File: src/pkg/asp_pkg.sv
// Shared constants, field layouts and state types for the asynchronous serial port
package asp_pkg;
  // ==========================================================================
  // Register offsets (byte addresses, one 32-bit word each)
  localparam logic [7:0] ASP_OFF_CTRL = 8'h00;
  localparam logic [7:0] ASP_OFF_OPT = 8'h04;
  localparam logic [7:0] ASP_OFF_BAUD = 8'h08;
  localparam logic [7:0] ASP_OFF_STAT = 8'h0c;
  localparam logic [7:0] ASP_OFF_RXD = 8'h10;
  localparam logic [7:0] ASP_OFF_TXD = 8'h14;
  localparam logic [7:0] ASP_OFF_ISTAT = 8'h18;
  localparam logic [7:0] ASP_OFF_IMASK = 8'h1c;

  // ==========================================================================
  // Field layouts
  typedef struct packed {
    logic power;
    logic tx_en;
    logic rx_en;
    logic lsb_first;
    logic [1:0] parity;
    logic char8;
    logic stop2;
  } asp_ctrl_t;

  typedef struct packed {
    logic brk_req;
    logic [2:0] brk_sel;
    logic [1:0] pad;
    logic rx_inv;
    logic tx_inv;
  } asp_opt_t;

  localparam logic [7:0] ASP_CTRL_RST = 8'h10;
  localparam logic [7:0] ASP_OPT_RST = 8'h00;
  localparam logic [7:0] ASP_OPT_WMASK = 8'hf3;
  localparam logic [1:0] ASP_PAR_NONE = 2'h0;
  localparam logic [1:0] ASP_PAR_ZERO = 2'h1;
  localparam logic [1:0] ASP_PAR_ODD = 2'h2;
  localparam logic [1:0] ASP_PAR_EVEN = 2'h3;

  // Status bits: overrun, framing, parity, break, tx busy, rx data valid
  localparam int ASP_ST_OVR = 0;
  localparam int ASP_ST_FE = 1;
  localparam int ASP_ST_PE = 2;
  localparam int ASP_ST_SBF = 3;
  localparam int ASP_ST_TXB = 4;
  localparam int ASP_ST_RXV = 5;
  // Interrupt bits: rx done, tx free, rx error, break received
  localparam int ASP_IRQ_RX = 0;
  localparam int ASP_IRQ_TX = 1;
  localparam int ASP_IRQ_ERR = 2;
  localparam int ASP_IRQ_SBF = 3;

  // ==========================================================================
  // Timing
  localparam int ASP_CLK_HZ = 50000000;
  localparam int ASP_MIN_BPS = 300;
  localparam int ASP_OS = 16;
  localparam logic [3:0] ASP_OS_LAST = 4'(ASP_OS - 1);
  localparam logic [3:0] ASP_OS_HALF = 4'(ASP_OS / 2 - 1);
  localparam logic [15:0] ASP_BAUD_RST = 16'(ASP_CLK_HZ / (ASP_MIN_BPS * ASP_OS) - 1);
  localparam logic [4:0] ASP_BRK_TX_MIN = 5'h0d;
  localparam int ASP_BRK_RX_BITS = 11;
  localparam logic [7:0] ASP_BRK_RX_TICKS = 8'(ASP_BRK_RX_BITS * ASP_OS - 1);
  localparam logic [4:0] ASP_LEN7 = 5'h07;
  localparam logic [4:0] ASP_LEN8 = 5'h08;

  typedef enum logic [2:0] {TX_IDLE, TX_START, TX_DATA, TX_PAR, TX_STOP, TX_BRK} asp_tx_st_t;
  typedef enum logic [2:0] {RX_IDLE, RX_START, RX_DATA, RX_PAR, RX_STOP} asp_rx_st_t;
endpackage

File: src/logic/asp_uart.sv
// Asynchronous serial port with break support, Wishbone register slave
// Functional notes
// - Receive-complete pulse each time a frame moves into the receive holding register.
// - Transmit-free pulse each time a byte moves from holding to shift register.
// - Character length seven or eight bits, for both directions.
// - Parity odd, even, forced zero, or none.
// - Transmit one or two stop bits as configured.
// - Output and input line levels may each be inverted.
// - Break transmit holds the line low for 13 to 20 bit times.
// - Receiver recognises a break after at least eleven low bit times.
// - A dedicated status flag records a received break.
// - Receiver reports parity, framing and overrun errors.
// - Own baud generator reaches down to 300 bit/s.
// - Error flags set on error, all cleared by a status read.
// - Power bit low holds the port in reset, output pin idle level.
// - Seven-bit LSB-first reception stores zero in the top bit.
//
// The Wishbone interface to the registers and the placing of the registers were left to the implementer.
`timescale 1ns/100ps
module asp_uart
  import asp_pkg::*;
(
  input wire logic mclk,
  input wire logic rst,
  input wire logic wb_cyc,
  input wire logic wb_stb,
  input wire logic wb_we,
  input wire logic [7:0] wb_adr,
  input wire logic [3:0] wb_sel,
  input wire logic [31:0] wb_dat_w,
  output logic [31:0] wb_dat_r,
  output logic wb_ack,
  input wire logic serial_in_pin,
  output logic serial_out_pin,
  output logic rx_done_irq,
  output logic tx_free_irq,
  output logic irq
);
  asp_ctrl_t ctrl_reg;
  asp_opt_t opt_reg;
  logic [15:0] baud_reg;
  logic [15:0] baud_cnt;
  logic os_tick;
  logic [3:0] imask_reg, istat_reg;
  logic [7:0] tx_holding_reg, tx_shift;
  logic tx_hold_full, tx_level, tx_load, tx_bit_end, brk_done;
  logic [3:0] tx_os;
  logic [4:0] tx_cnt;
  asp_tx_st_t tx_state;
  logic rx_sync1, rx_sync2, rx_prev, rx_line, rx_samp, rx_load, rx_pbit, rx_valid;
  logic [7:0] rx_holding_reg, rx_shift, rx_word;
  logic [3:0] rx_os;
  logic [4:0] rx_cnt;
  logic [7:0] low_cnt;
  logic sbf_set, pe_now;
  asp_rx_st_t rx_state;
  logic [3:0] rx_error_status;
  logic acc, wr, rd;
  logic [4:0] char_len;

  // ==========================================================================
  // Bus slave: one wait state, unmapped reads give zero
  assign acc = wb_cyc && wb_stb && !wb_ack;
  assign wr = acc && wb_we && wb_sel[0];
  assign rd = acc && !wb_we;
  assign char_len = ctrl_reg.char8 ? ASP_LEN8 : ASP_LEN7;

  always_ff @(posedge mclk)
  begin
    if (rst)
      wb_ack <= 1'b0;
    else
      wb_ack <= acc;
  end

  always_ff @(posedge mclk)
  begin
    if (rst)
      wb_dat_r <= 32'h0;
    else if (rd)
    begin
      unique case (wb_adr)
        ASP_OFF_CTRL: wb_dat_r <= {24'h0, ctrl_reg};
        ASP_OFF_OPT: wb_dat_r <= {24'h0, opt_reg};
        ASP_OFF_BAUD: wb_dat_r <= {16'h0, baud_reg};
        ASP_OFF_STAT: wb_dat_r <= {26'h0, rx_valid, tx_hold_full || tx_state != TX_IDLE, rx_error_status};
        ASP_OFF_RXD: wb_dat_r <= {24'h0, rx_holding_reg};
        ASP_OFF_ISTAT: wb_dat_r <= {28'h0, istat_reg};
        ASP_OFF_IMASK: wb_dat_r <= {28'h0, imask_reg};
        default: wb_dat_r <= 32'h0;
      endcase
    end
  end

  always_ff @(posedge mclk)
  begin
    if (rst)
      ctrl_reg <= asp_ctrl_t'(ASP_CTRL_RST);
    else if (wr && wb_adr == ASP_OFF_CTRL)
      ctrl_reg <= asp_ctrl_t'(wb_dat_w[7:0]);
  end

  // Break request bit self-clears once the break has gone out
  always_ff @(posedge mclk)
  begin
    if (rst)
      opt_reg <= asp_opt_t'(ASP_OPT_RST);
    else if (wr && wb_adr == ASP_OFF_OPT)
      opt_reg <= asp_opt_t'(wb_dat_w[7:0] & ASP_OPT_WMASK);
    else if (brk_done || !ctrl_reg.power)
      opt_reg.brk_req <= 1'b0;
  end

  always_ff @(posedge mclk)
  begin
    if (rst)
      baud_reg <= ASP_BAUD_RST;
    else if (acc && wb_we && wb_adr == ASP_OFF_BAUD)
    begin
      if (wb_sel[0])
        baud_reg[7:0] <= wb_dat_w[7:0];
      if (wb_sel[1])
        baud_reg[15:8] <= wb_dat_w[15:8];
    end
  end

  // ==========================================================================
  // Baud generator: oversampling tick, sixteen per bit
  always_ff @(posedge mclk)
  begin
    if (rst || !ctrl_reg.power)
      baud_cnt <= 16'h0;
    else if (os_tick)
      baud_cnt <= 16'h0;
    else
      baud_cnt <= baud_cnt + 16'h1;
  end
  assign os_tick = ctrl_reg.power && baud_cnt == baud_reg;

  // ==========================================================================
  // Transmitter
  function automatic logic [7:0] tx_order(input logic [7:0] d, input logic lsb, input logic c8);
    logic [7:0] r;
    r = 8'h0;
    for (int i = 0; i < 8; i++)
      r[i] = c8 ? d[7 - i] : (i < 7 ? d[6 - i] : 1'b0);
    return lsb ? (c8 ? d : {1'b0, d[6:0]}) : r;
  endfunction

  function automatic logic par_bit(input logic [7:0] d, input logic [1:0] mode);
    return mode == ASP_PAR_ODD ? ~^d : (mode == ASP_PAR_EVEN ? ^d : 1'b0);
  endfunction

  assign tx_load = tx_state == TX_IDLE && ctrl_reg.tx_en && !opt_reg.brk_req && tx_hold_full;
  assign tx_bit_end = os_tick && tx_os == ASP_OS_LAST;
  assign brk_done = tx_state == TX_BRK && tx_bit_end && tx_cnt == ASP_BRK_TX_MIN + 5'(opt_reg.brk_sel) - 5'h1;

  // New data written in the load cycle keeps the holding register full
  always_ff @(posedge mclk)
  begin
    if (rst || !ctrl_reg.power || !ctrl_reg.tx_en)
      tx_hold_full <= 1'b0;
    else if (wr && wb_adr == ASP_OFF_TXD)
      tx_hold_full <= 1'b1;
    else if (tx_load)
      tx_hold_full <= 1'b0;
  end

  always_ff @(posedge mclk)
  begin
    if (rst)
      tx_holding_reg <= 8'h0;
    else if (wr && wb_adr == ASP_OFF_TXD)
      tx_holding_reg <= wb_dat_w[7:0];
  end

  always_ff @(posedge mclk)
  begin
    if (rst || !ctrl_reg.power || !ctrl_reg.tx_en)
    begin
      tx_state <= TX_IDLE;
      tx_level <= 1'b1;
      tx_os <= 4'h0;
      tx_cnt <= 5'h0;
      tx_shift <= 8'h0;
    end
    else
    begin
      if (tx_state == TX_IDLE)
        tx_os <= 4'h0;
      else if (os_tick)
        tx_os <= tx_os + 4'h1;
      unique case (tx_state)
        TX_IDLE:
          if (opt_reg.brk_req)
          begin
            tx_state <= TX_BRK;
            tx_level <= 1'b0;
            tx_cnt <= 5'h0;
          end
          else if (tx_load)
          begin
            tx_state <= TX_START;
            tx_level <= 1'b0;
            tx_shift <= tx_order(tx_holding_reg, ctrl_reg.lsb_first, ctrl_reg.char8);
          end
        TX_START:
          if (tx_bit_end)
          begin
            tx_state <= TX_DATA;
            tx_level <= tx_shift[0];
            tx_cnt <= 5'h0;
          end
        TX_DATA:
          if (tx_bit_end)
          begin
            tx_shift <= {1'b0, tx_shift[7:1]};
            tx_cnt <= tx_cnt + 5'h1;
            if (tx_cnt == char_len - 5'h1)
            begin
              if (ctrl_reg.parity == ASP_PAR_NONE)
              begin
                tx_state <= TX_STOP;
                tx_level <= 1'b1;
                tx_cnt <= 5'h0;
              end
              else
              begin
                tx_state <= TX_PAR;
                tx_level <= par_bit(ctrl_reg.char8 ? tx_holding_reg : {1'b0, tx_holding_reg[6:0]}, ctrl_reg.parity);
              end
            end
            else
              tx_level <= tx_shift[1];
          end
        TX_PAR:
          if (tx_bit_end)
          begin
            tx_state <= TX_STOP;
            tx_level <= 1'b1;
            tx_cnt <= 5'h0;
          end
        TX_STOP:
          if (tx_bit_end)
          begin
            if (ctrl_reg.stop2 && tx_cnt == 5'h0)
              tx_cnt <= 5'h1;
            else
              tx_state <= TX_IDLE;
          end
        TX_BRK:
          if (tx_bit_end)
          begin
            tx_cnt <= tx_cnt + 5'h1;
            if (brk_done)
            begin
              tx_state <= TX_STOP;
              tx_level <= 1'b1;
              tx_cnt <= 5'h0;
            end
          end
      endcase
    end
  end

  // Holding register stays in TX_DATA parity source, so software must not rewrite it mid-frame
  always_ff @(posedge mclk)
  begin
    if (rst)
      serial_out_pin <= 1'b1;
    else if (!ctrl_reg.power)
      serial_out_pin <= ~opt_reg.tx_inv;
    else
      serial_out_pin <= tx_level ^ opt_reg.tx_inv;
  end

  // ==========================================================================
  // Receiver
  always_ff @(posedge mclk)
  begin
    if (rst)
    begin
      rx_sync1 <= 1'b1;
      rx_sync2 <= 1'b1;
      rx_prev <= 1'b1;
    end
    else
    begin
      rx_sync1 <= serial_in_pin;
      rx_sync2 <= rx_sync1;
      rx_prev <= rx_line;
    end
  end
  assign rx_line = rx_sync2 ^ opt_reg.rx_inv;
  assign rx_samp = os_tick && rx_os == ASP_OS_LAST;
  assign rx_load = rx_state == RX_STOP && rx_samp;
  assign rx_word = ctrl_reg.lsb_first ? (ctrl_reg.char8 ? rx_shift : {1'b0, rx_shift[7:1]})
                                      : (ctrl_reg.char8 ? rx_shift : {1'b0, rx_shift[6:0]});
  assign pe_now = ctrl_reg.parity[1] && rx_pbit != par_bit(rx_word, ctrl_reg.parity);

  always_ff @(posedge mclk)
  begin
    if (rst || !ctrl_reg.power || !ctrl_reg.rx_en)
    begin
      rx_state <= RX_IDLE;
      rx_os <= 4'h0;
      rx_cnt <= 5'h0;
      rx_shift <= 8'h0;
      rx_pbit <= 1'b0;
    end
    else
    begin
      if (os_tick)
        rx_os <= rx_os + 4'h1;
      unique case (rx_state)
        RX_IDLE:
          if (rx_prev && !rx_line)
          begin
            rx_state <= RX_START;
            rx_os <= 4'h0;
          end
        RX_START:
          if (os_tick && rx_os == ASP_OS_HALF)
          begin
            rx_state <= rx_line ? RX_IDLE : RX_DATA;
            rx_os <= 4'h0;
            rx_cnt <= 5'h0;
            rx_shift <= 8'h0;
          end
        RX_DATA:
          if (rx_samp)
          begin
            rx_shift <= ctrl_reg.lsb_first ? {rx_line, rx_shift[7:1]} : {rx_shift[6:0], rx_line};
            rx_cnt <= rx_cnt + 5'h1;
            if (rx_cnt == char_len - 5'h1)
              rx_state <= ctrl_reg.parity == ASP_PAR_NONE ? RX_STOP : RX_PAR;
          end
        RX_PAR:
          if (rx_samp)
          begin
            rx_pbit <= rx_line;
            rx_state <= RX_STOP;
          end
        RX_STOP:
          if (rx_samp)
            rx_state <= RX_IDLE;
      endcase
    end
  end

  always_ff @(posedge mclk)
  begin
    if (rst)
      rx_holding_reg <= 8'h0;
    else if (rx_load)
      rx_holding_reg <= rx_word;
  end

  // Arrival wins over the read that empties the holding register
  always_ff @(posedge mclk)
  begin
    if (rst || !ctrl_reg.power)
      rx_valid <= 1'b0;
    else if (rx_load)
      rx_valid <= 1'b1;
    else if (rd && wb_adr == ASP_OFF_RXD)
      rx_valid <= 1'b0;
  end

  // Break detector: counts low time in oversample ticks, fires once per low stretch
  always_ff @(posedge mclk)
  begin
    if (rst || !ctrl_reg.power || !ctrl_reg.rx_en || rx_line)
      low_cnt <= 8'h0;
    else if (os_tick && low_cnt != ASP_BRK_RX_TICKS + 8'h1)
      low_cnt <= low_cnt + 8'h1;
  end
  assign sbf_set = os_tick && !rx_line && low_cnt == ASP_BRK_RX_TICKS;

  // Error flags: set wins over the clearing status read
  always_ff @(posedge mclk)
  begin
    if (rst || !ctrl_reg.power)
      rx_error_status <= 4'h0;
    else
    begin
      rx_error_status <= (rd && wb_adr == ASP_OFF_STAT) ? 4'h0 : rx_error_status;
      if (rx_load && rx_valid)
        rx_error_status[ASP_ST_OVR] <= 1'b1;
      if (rx_load && !rx_line)
        rx_error_status[ASP_ST_FE] <= 1'b1;
      if (rx_load && pe_now)
        rx_error_status[ASP_ST_PE] <= 1'b1;
      if (sbf_set)
        rx_error_status[ASP_ST_SBF] <= 1'b1;
    end
  end

  // ==========================================================================
  // Interrupts
  always_ff @(posedge mclk)
  begin
    if (rst)
    begin
      rx_done_irq <= 1'b0;
      tx_free_irq <= 1'b0;
    end
    else
    begin
      rx_done_irq <= rx_load;
      tx_free_irq <= tx_load;
    end
  end

  always_ff @(posedge mclk)
  begin
    if (rst)
      imask_reg <= 4'h0;
    else if (wr && wb_adr == ASP_OFF_IMASK)
      imask_reg <= wb_dat_w[3:0];
  end

  always_ff @(posedge mclk)
  begin
    if (rst)
      istat_reg <= 4'h0;
    else
      istat_reg <= (istat_reg & ~((wr && wb_adr == ASP_OFF_ISTAT) ? wb_dat_w[3:0] : 4'h0))
                   | {sbf_set, rx_load && (rx_valid || !rx_line || pe_now), tx_load, rx_load};
  end

  always_ff @(posedge mclk)
  begin
    if (rst)
      irq <= 1'b0;
    else
      irq <= |(istat_reg & imask_reg);
  end

  logic [4:0] brk_bits;
  always_ff @(posedge mclk)
  begin
    if (rst || tx_state != TX_BRK)
      brk_bits <= 5'h0;
    else if (tx_bit_end)
      brk_bits <= brk_bits + 5'h1;
  end
endmodule

File: config.mk
export PLATFORM = sky130hd
export DESIGN_NAME = asp_uart
export DESIGN_NICKNAME = d
export VERILOG_FILES = /design/src/pkg/asp_pkg.sv /design/src/logic/asp_uart.sv
export SDC_FILE = /design/constraint.sdc
export NUM_CORES = 1
export LEC_CHECK = 0
export BUFFER_PORTS_ARGS = -buffer_cell sky130_fd_sc_hd__buf_2
export CAP_MARGIN = 40
export CORE_UTILIZATION = 55
export CTS_BUF_LIST = sky130_fd_sc_hd__clkbuf_4 sky130_fd_sc_hd__clkbuf_8
export DETAILED_ROUTE_END_ITERATION = 8
export PLACE_DENSITY = 0.87
export SLEW_MARGIN = 20
export SYNTH_ARGS = -nofsm -noshare
export SYNTH_HDL_FRONTEND = slang
export SYNTH_SLANG_ARGS = --single-unit
File: constraint.sdc
create_clock -name mclk -period 2.3 [get_ports mclk]
set_input_delay 0.69 -clock mclk [delete_from_list [all_inputs] [get_ports mclk]]
set_output_delay 0.69 -clock mclk [all_outputs]
set_load 0.01 [all_outputs]
* After elaboration in Yosys (flattened, before gate mapping)
Index checks and enable logic that the tools add are counted.
Storage, ports and cells: word-level logic and storage cells 275, output and inout bits 37, register bits 166, input port bits 50
Operators by class: equal/unequal tests 48, mux-type cells 86, reductions and logical operators 81, bitwise logic cells 7, add/subtract/negate cells 9
Operators by type and width (number):
- 16-bit case mux with 7 select lines | 1
- 8-bit two-way mux | 11
- 5-bit two-way mux | 11
- 3-bit two-way mux | 17
- 2-bit inequality test, second input constant | 18
- 1-bit logical AND | 33
- 8-bit by 5-bit equality test with 1-bit output, second input constant | 4
- 8-bit case mux with 2 select lines | 2
- 1-bit two-way mux | 31
- 5-bit case mux with 5 select lines | 1
- 4-bit two-way mux | 6
- 3-bit case mux with 6 select lines | 1
- 2-bit nonzero test | 9
- 16-bit by 1-bit adder with 16-bit output, second input constant | 1
- 16-bit equality test | 1
- 8-bit by 4-bit equality test with 1-bit output, second input constant | 2
- 8-bit XNOR reduction | 2
- 8-bit XOR reduction | 2
- 5-bit equality test | 3
- 3-bit case mux with 5 select lines | 1
- 3-bit by 2-bit equality test with 1-bit output, second input constant | 4
- 6-bit AND reduction | 2
- 5-bit by 1-bit adder with 5-bit output, second input constant | 2
- 5-bit case mux with 2 select lines | 1
- other kinds (39) | 65

* Longest topological paths before layout
depth in word-level cells 10, depth in mapped cells 9, depth with buffers taken out 8

* Worst setup path after synthesis
Ideal clock, no wire load.
kind input to register, start point input wb_adr[0], end point register baud_reg[11], required time 2.180 ns, buffers on the path 1, cell stages on the path 7, arrival time 2.374 ns, library setup time 0.120 ns, setup slack -0.193 ns, cell sequence or4_1 -> or2_1 -> nor3_4 -> and4_1 -> buf_4 -> nor2b_1 -> a211o_1
On the way: longest elaborated chain between the ends 3
RTL lines:
- from (decl) | RTL line asp_uart.sv:28 | input wire logic [7:0] wb_adr,
- 8-bit by 4-bit equality test with 1-bit output | RTL line asp_uart.sv:118 | else if (acc && wb_we && wb_adr == ASP_OFF_BAUD)
- 1-bit logical AND | RTL line asp_uart.sv:118
- 2-bit AND reduction (no line)
- to (signal assigned) | RTL line asp_uart.sv:123 | baud_reg[15:8] <= wb_dat_w[15:8];
- to (decl) | RTL line asp_uart.sv:41 | logic [15:0] baud_reg;
Every way passes these cells. A chain may end at the register's enable or synchronous reset.

* Worst setup path in the final report
start point register opt_reg[6] (netlist name), end point register tx_cnt[0]
On the way: longest elaborated chain between the ends 7
RTL lines:
- from (decl) | RTL line asp_uart.sv:40 | asp_opt_t opt_reg;
- from (signal assigned) | RTL line asp_uart.sv:107 | opt_reg <= asp_opt_t'(ASP_OPT_RST);
- from (signal assigned) | RTL line asp_uart.sv:109 | opt_reg <= asp_opt_t'(wb_dat_w[7:0] & ASP_OPT_WMASK);
- 4-bit by 3-bit adder with 5-bit output | RTL line asp_uart.sv:156 | assign brk_done = tx_state == TX_BRK && tx_bit_end && tx_cnt == ASP_BRK_TX_MIN + 5'(opt_reg.brk_sel) - 5'h1;
- 5-bit by 1-bit subtractor with 5-bit output | RTL line asp_uart.sv:156
- 5-bit equality test | RTL line asp_uart.sv:156
- 1-bit logical AND | RTL line asp_uart.sv:156
- 5-bit two-way mux | RTL line asp_uart.sv:255 | if (brk_done)
- 5-bit two-way mux | RTL line asp_uart.sv:252 | if (tx_bit_end)
- 5-bit case mux with 5 select lines | RTL line asp_uart.sv:193 | unique case (tx_state)
- to (signal assigned) | RTL line asp_uart.sv:218 | tx_cnt <= tx_cnt + 5'h1;
- to (signal assigned) | RTL line asp_uart.sv:254 | tx_cnt <= tx_cnt + 5'h1;
- to (decl) | RTL line asp_uart.sv:48 | logic [4:0] tx_cnt;
Every way passes these cells. The select of a mux whose other input is x is not followed.

==> results.sh <==
export IMPL_max_cap_violations=0
export IMPL_dp_hpwl_um=13600
export IMPL_cts_repair_timing_setup_buffer_count=0
export IMPL_core_area_um2=13500
export IMPL_initial_core_util=0.573
export IMPL_worst_path_buf_inv=0
export IMPL_critical_path_slowest_cell="or4_4"
export IMPL_synth_cells=910
export IMPL_slowest_delay_ns=0.54
export IMPL_worst_path_fanout_max=5
export IMPL_power_switching_w=0.00113
export IMPL_worst_ir_drop_vdd_uv=416
export IMPL_post_synth_cell_area_avg_um2=8.46
export IMPL_number_of_global_route_vias_before_repair=6321
export IMPL_clock_skew_final_ns=0.0161
export IMPL_finalCritPeriodShare=0.979
export IMPL_drive_gt1_frac=0.181
export IMPL_seqPwrFrac=0.499
export IMPL_total_power_w=0.00521
export IMPL_fin_crit_ns=2.25
export IMPL_fin_util=0.663
export IMPL_fin_cells=1179
export IMPL_timing_hold_worst_class="primary input to register"
export IMPL_post_place_cells=1147
export IMPL_cts_sinks=150
export IMPL_cts_root_buffer="clkbuf_8"
export IMPL_layout_commonest_cell="dfxtp_1"
export IMPL_share_comb_of_total_power=0.031
export IMPL_power_static_leakage_nw=3.35
export IMPL_tritoncts_num_buffers=17
export IMPL_run_status="completed"
export IMPL_die_width_um=120
export IMPL_cts_htree_levels=4
export IMPL_worst_setup_path_end_kind="register"
export IMPL_synthesis_yosys_warnings=0
export IMPL_antenna_found_initial=0
export IMPL_die_h_um=120
export IMPL_full_die_area_um2=14500
export IMPL_layout_setup_ws_ns=0.0485
export IMPL_postCtsResizedCells=0
export IMPL_critical_path_top_delay_family="compound AO/OA/AOI/OAI gates"
export IMPL_place_congestion=0.936
export IMPL_most_common_layout_cells="dfxtp_1 (150), nor2_1 (121), nand2_1 (106)"
export IMPL_worstSetupPathType="register to register"
export IMPL_std_cell_rows=42
export IMPL_first_pass_iters=5
export IMPL_postRouteAntennaNets=0
export IMPL_avgViaCountPerCell=5.77
export IMPL_cts_hold_buf=0
export IMPL_synth_edf_count=0
export IMPL_ys_flop_type="dfxtp_1"
export IMPL_global_route_wire_length_before_repair_um=30600
export IMPL_drt_initial_drc_count=702
export IMPL_worstSkewPairLatency_ns=0.47
export IMPL_overflow=0
export IMPL_antenna_cells_inserted=0
export IMPL_worst_setup_hold_path_clk_slew_ns=0.09
export IMPL_number_of_failing_setup_endpoints_in_the_final_timing_report=0
export IMPL_data_arrival_at_the_endpoint_of_the_critical_path_ns=2.59
export IMPL_yosysSeqAreaShare=0.390
export IMPL_critical_path_startpoint_type="register"
export IMPL_synth_ff_latch_count=150
export IMPL_cellInternalPower_w=0.00408
export IMPL_maxSlewHeadroom=0.476
export IMPL_tightestPinTransition_ns=0.786
export IMPL_detail_route_wirelength_um=19100
export IMPL_cts_path_max_buffers=2
export IMPL_port_buffers=52
export IMPL_drt_drc_violations_left=0
export IMPL_syn_cell_area_um2=7700
export IMPL_detailroute_via_count=6808
export IMPL_fillerInstances=1079
export IMPL_global_route_usage_over_all_layers=0.269
export IMPL_critical_path_required_ns=2.64
export IMPL_highest_clock_rate_mhz=444
export IMPL_synth_cell_type_count=75
export IMPL_swShare=0.217
export IMPL_areaGrowthSynthToFinish_pct=15.8
export IMPL_timing_max_transition_violations_final=0
export IMPL_power_density_nw_per_um2=584
export IMPL_final_net_count=1048
export IMPL_async_flop_share=0
export IMPL_detailed_route_wire_length_per_cell_um=16.2
export IMPL_share_clk_of_total_power=0.471
export IMPL_cts_tree="done"
export IMPL_worstPathCellList="nor4bb_2, a31oi_1, or4_4, o31ai_4, a21bo_4, a211oi_2, a211oi_1"
export IMPL_floorplan_io_pins=87
export IMPL_final_hold_violation_count=0
export IMPL_dp_slack_ns=-0.320
export IMPL_largest_net_degree_at_the_start_of_global_routing=80
==> final cells by class <==
cell class              count  area (um^2)  area share
flip-flops and latches    150         3000       0.337
clock buffers              22          297      0.0333
inverters                  15         56.3     0.00631
repair buffers            112          748      0.0839
well taps                 176          220      0.0247
multi-input cells         694         4400       0.493
clock inverters            10          193      0.0216
==> path summary, 6_finish.rpt <==
path                      start   endpoint  slack, ns  cells past startpoint
setup / recovery     opt_reg[6]  tx_cnt[0]       0.05                      7
hold / removal    serial_in_pin   rx_sync1       0.41                      2
setup reg to reg     opt_reg[6]  tx_cnt[0]       0.05                      7
hold reg to reg        rx_sync1   rx_sync2       0.41                      1
==> Yosys cell counts, types with 3 or more instances <==
| master | instances | area [um^2] |
|---|---|---|
| o2bb2ai_1 | 3 | 26.3 |
| o211ai_1 | 3 | 22.5 |
| a211oi_1 | 11 | 82.6 |
| nand4_1 | 12 | 75.1 |
| clkbuf_8 | 3 | 41.3 |
| a31oi_1 | 4 | 25.0 |
| mux2_2 | 7 | 78.8 |
| nor3b_1 | 3 | 22.5 |
| or2_2 | 6 | 37.5 |
| a22oi_1 | 23 | 173 |
| ha_1 | 8 | 100 |
| a21oi_1 | 50 | 250 |
| o21ai_0 | 26 | 130 |
| nand2b_1 | 8 | 50.1 |
| mux2i_1 | 59 | 591 |
| nand3_1 | 42 | 210 |
| o41ai_1 | 3 | 26.3 |
| and3_1 | 11 | 68.8 |
| and2_1 | 6 | 37.5 |
| or3_1 | 5 | 31.3 |
| clkbuf_1 | 30 | 113 |
| buf_1 | 4 | 15.0 |
| inv_1 | 15 | 56.3 |
| a32oi_1 | 4 | 35.0 |
| nand3b_1 | 7 | 52.6 |
| o31ai_1 | 3 | 22.5 |
| xnor2_1 | 43 | 377 |
| xor2_1 | 26 | 228 |
| dfxtp_1 | 150 | 3000 |
| nor2_1 | 123 | 462 |
| buf_2 | 7 | 35.0 |
| nand4b_1 | 3 | 26.3 |
| buf_4 | 20 | 150 |
| nor3_1 | 13 | 65.1 |
| nand2_1 | 107 | 402 |
| nor2b_1 | 12 | 75.1 |
| and4_1 | 3 | 26.3 |
==> metrics by stage <==
step | TNS, ns | hold slack [ns] | cell area [um^2]
2_1_floorplan | -2.92 | 0.389 | 7830
3_3_place_gp | -13.81 | 0.393 | 8390
3_5_place_dp | -14.90 | 0.398 | 8400
4_1_cts | 0 | 0.385 | 8880
5_1_grt | -0.0846 | 0.384 | 8920
6_report | 0 | 0.411 | 8920
==> power groups by stage <==
stage | clock network, W | logic [W] | registers [W]
floorplan | 0 | 0.000105 | 0.00266
global placement | 0 | 0.000154 | 0.00266
detailed placement | 0 | 0.000155 | 0.00266
CTS | 0.00246 | 0.000155 | 0.00260
global route | 0.00257 | 0.000169 | 0.00260
finish | 0.00245 | 0.000159 | 0.00260
==> worst reg2reg max path, delay by kind of cell, from the launching register on <==
family           cells  cell delay [ns]
flip-flops           1             0.44
AO/OA/AOI/OAI        5             0.86
AND/OR/NAND/NOR      2             0.82
==> routing by layer <==
layer / GRT usage / share of wire
met1: 0.340 / 0.43
met2: 0.440 / 0.47
met3: 0.0604 / 0.070
met4: 0.115 / 0.025
met5: 0 / 0
==> cell families after synthesis <==
group                    synth area share
AO/OA/AOI/OAI                       0.129
buffers and inverters              0.0562
AND/OR/NAND/NOR                     0.237
multiplexers                       0.0928
adder cells (fa/ha/maj)            0.0130
other                            0.000487
XOR/XNOR                           0.0814
flip-flops                          0.390
Power figures use the tool's default switching activity.
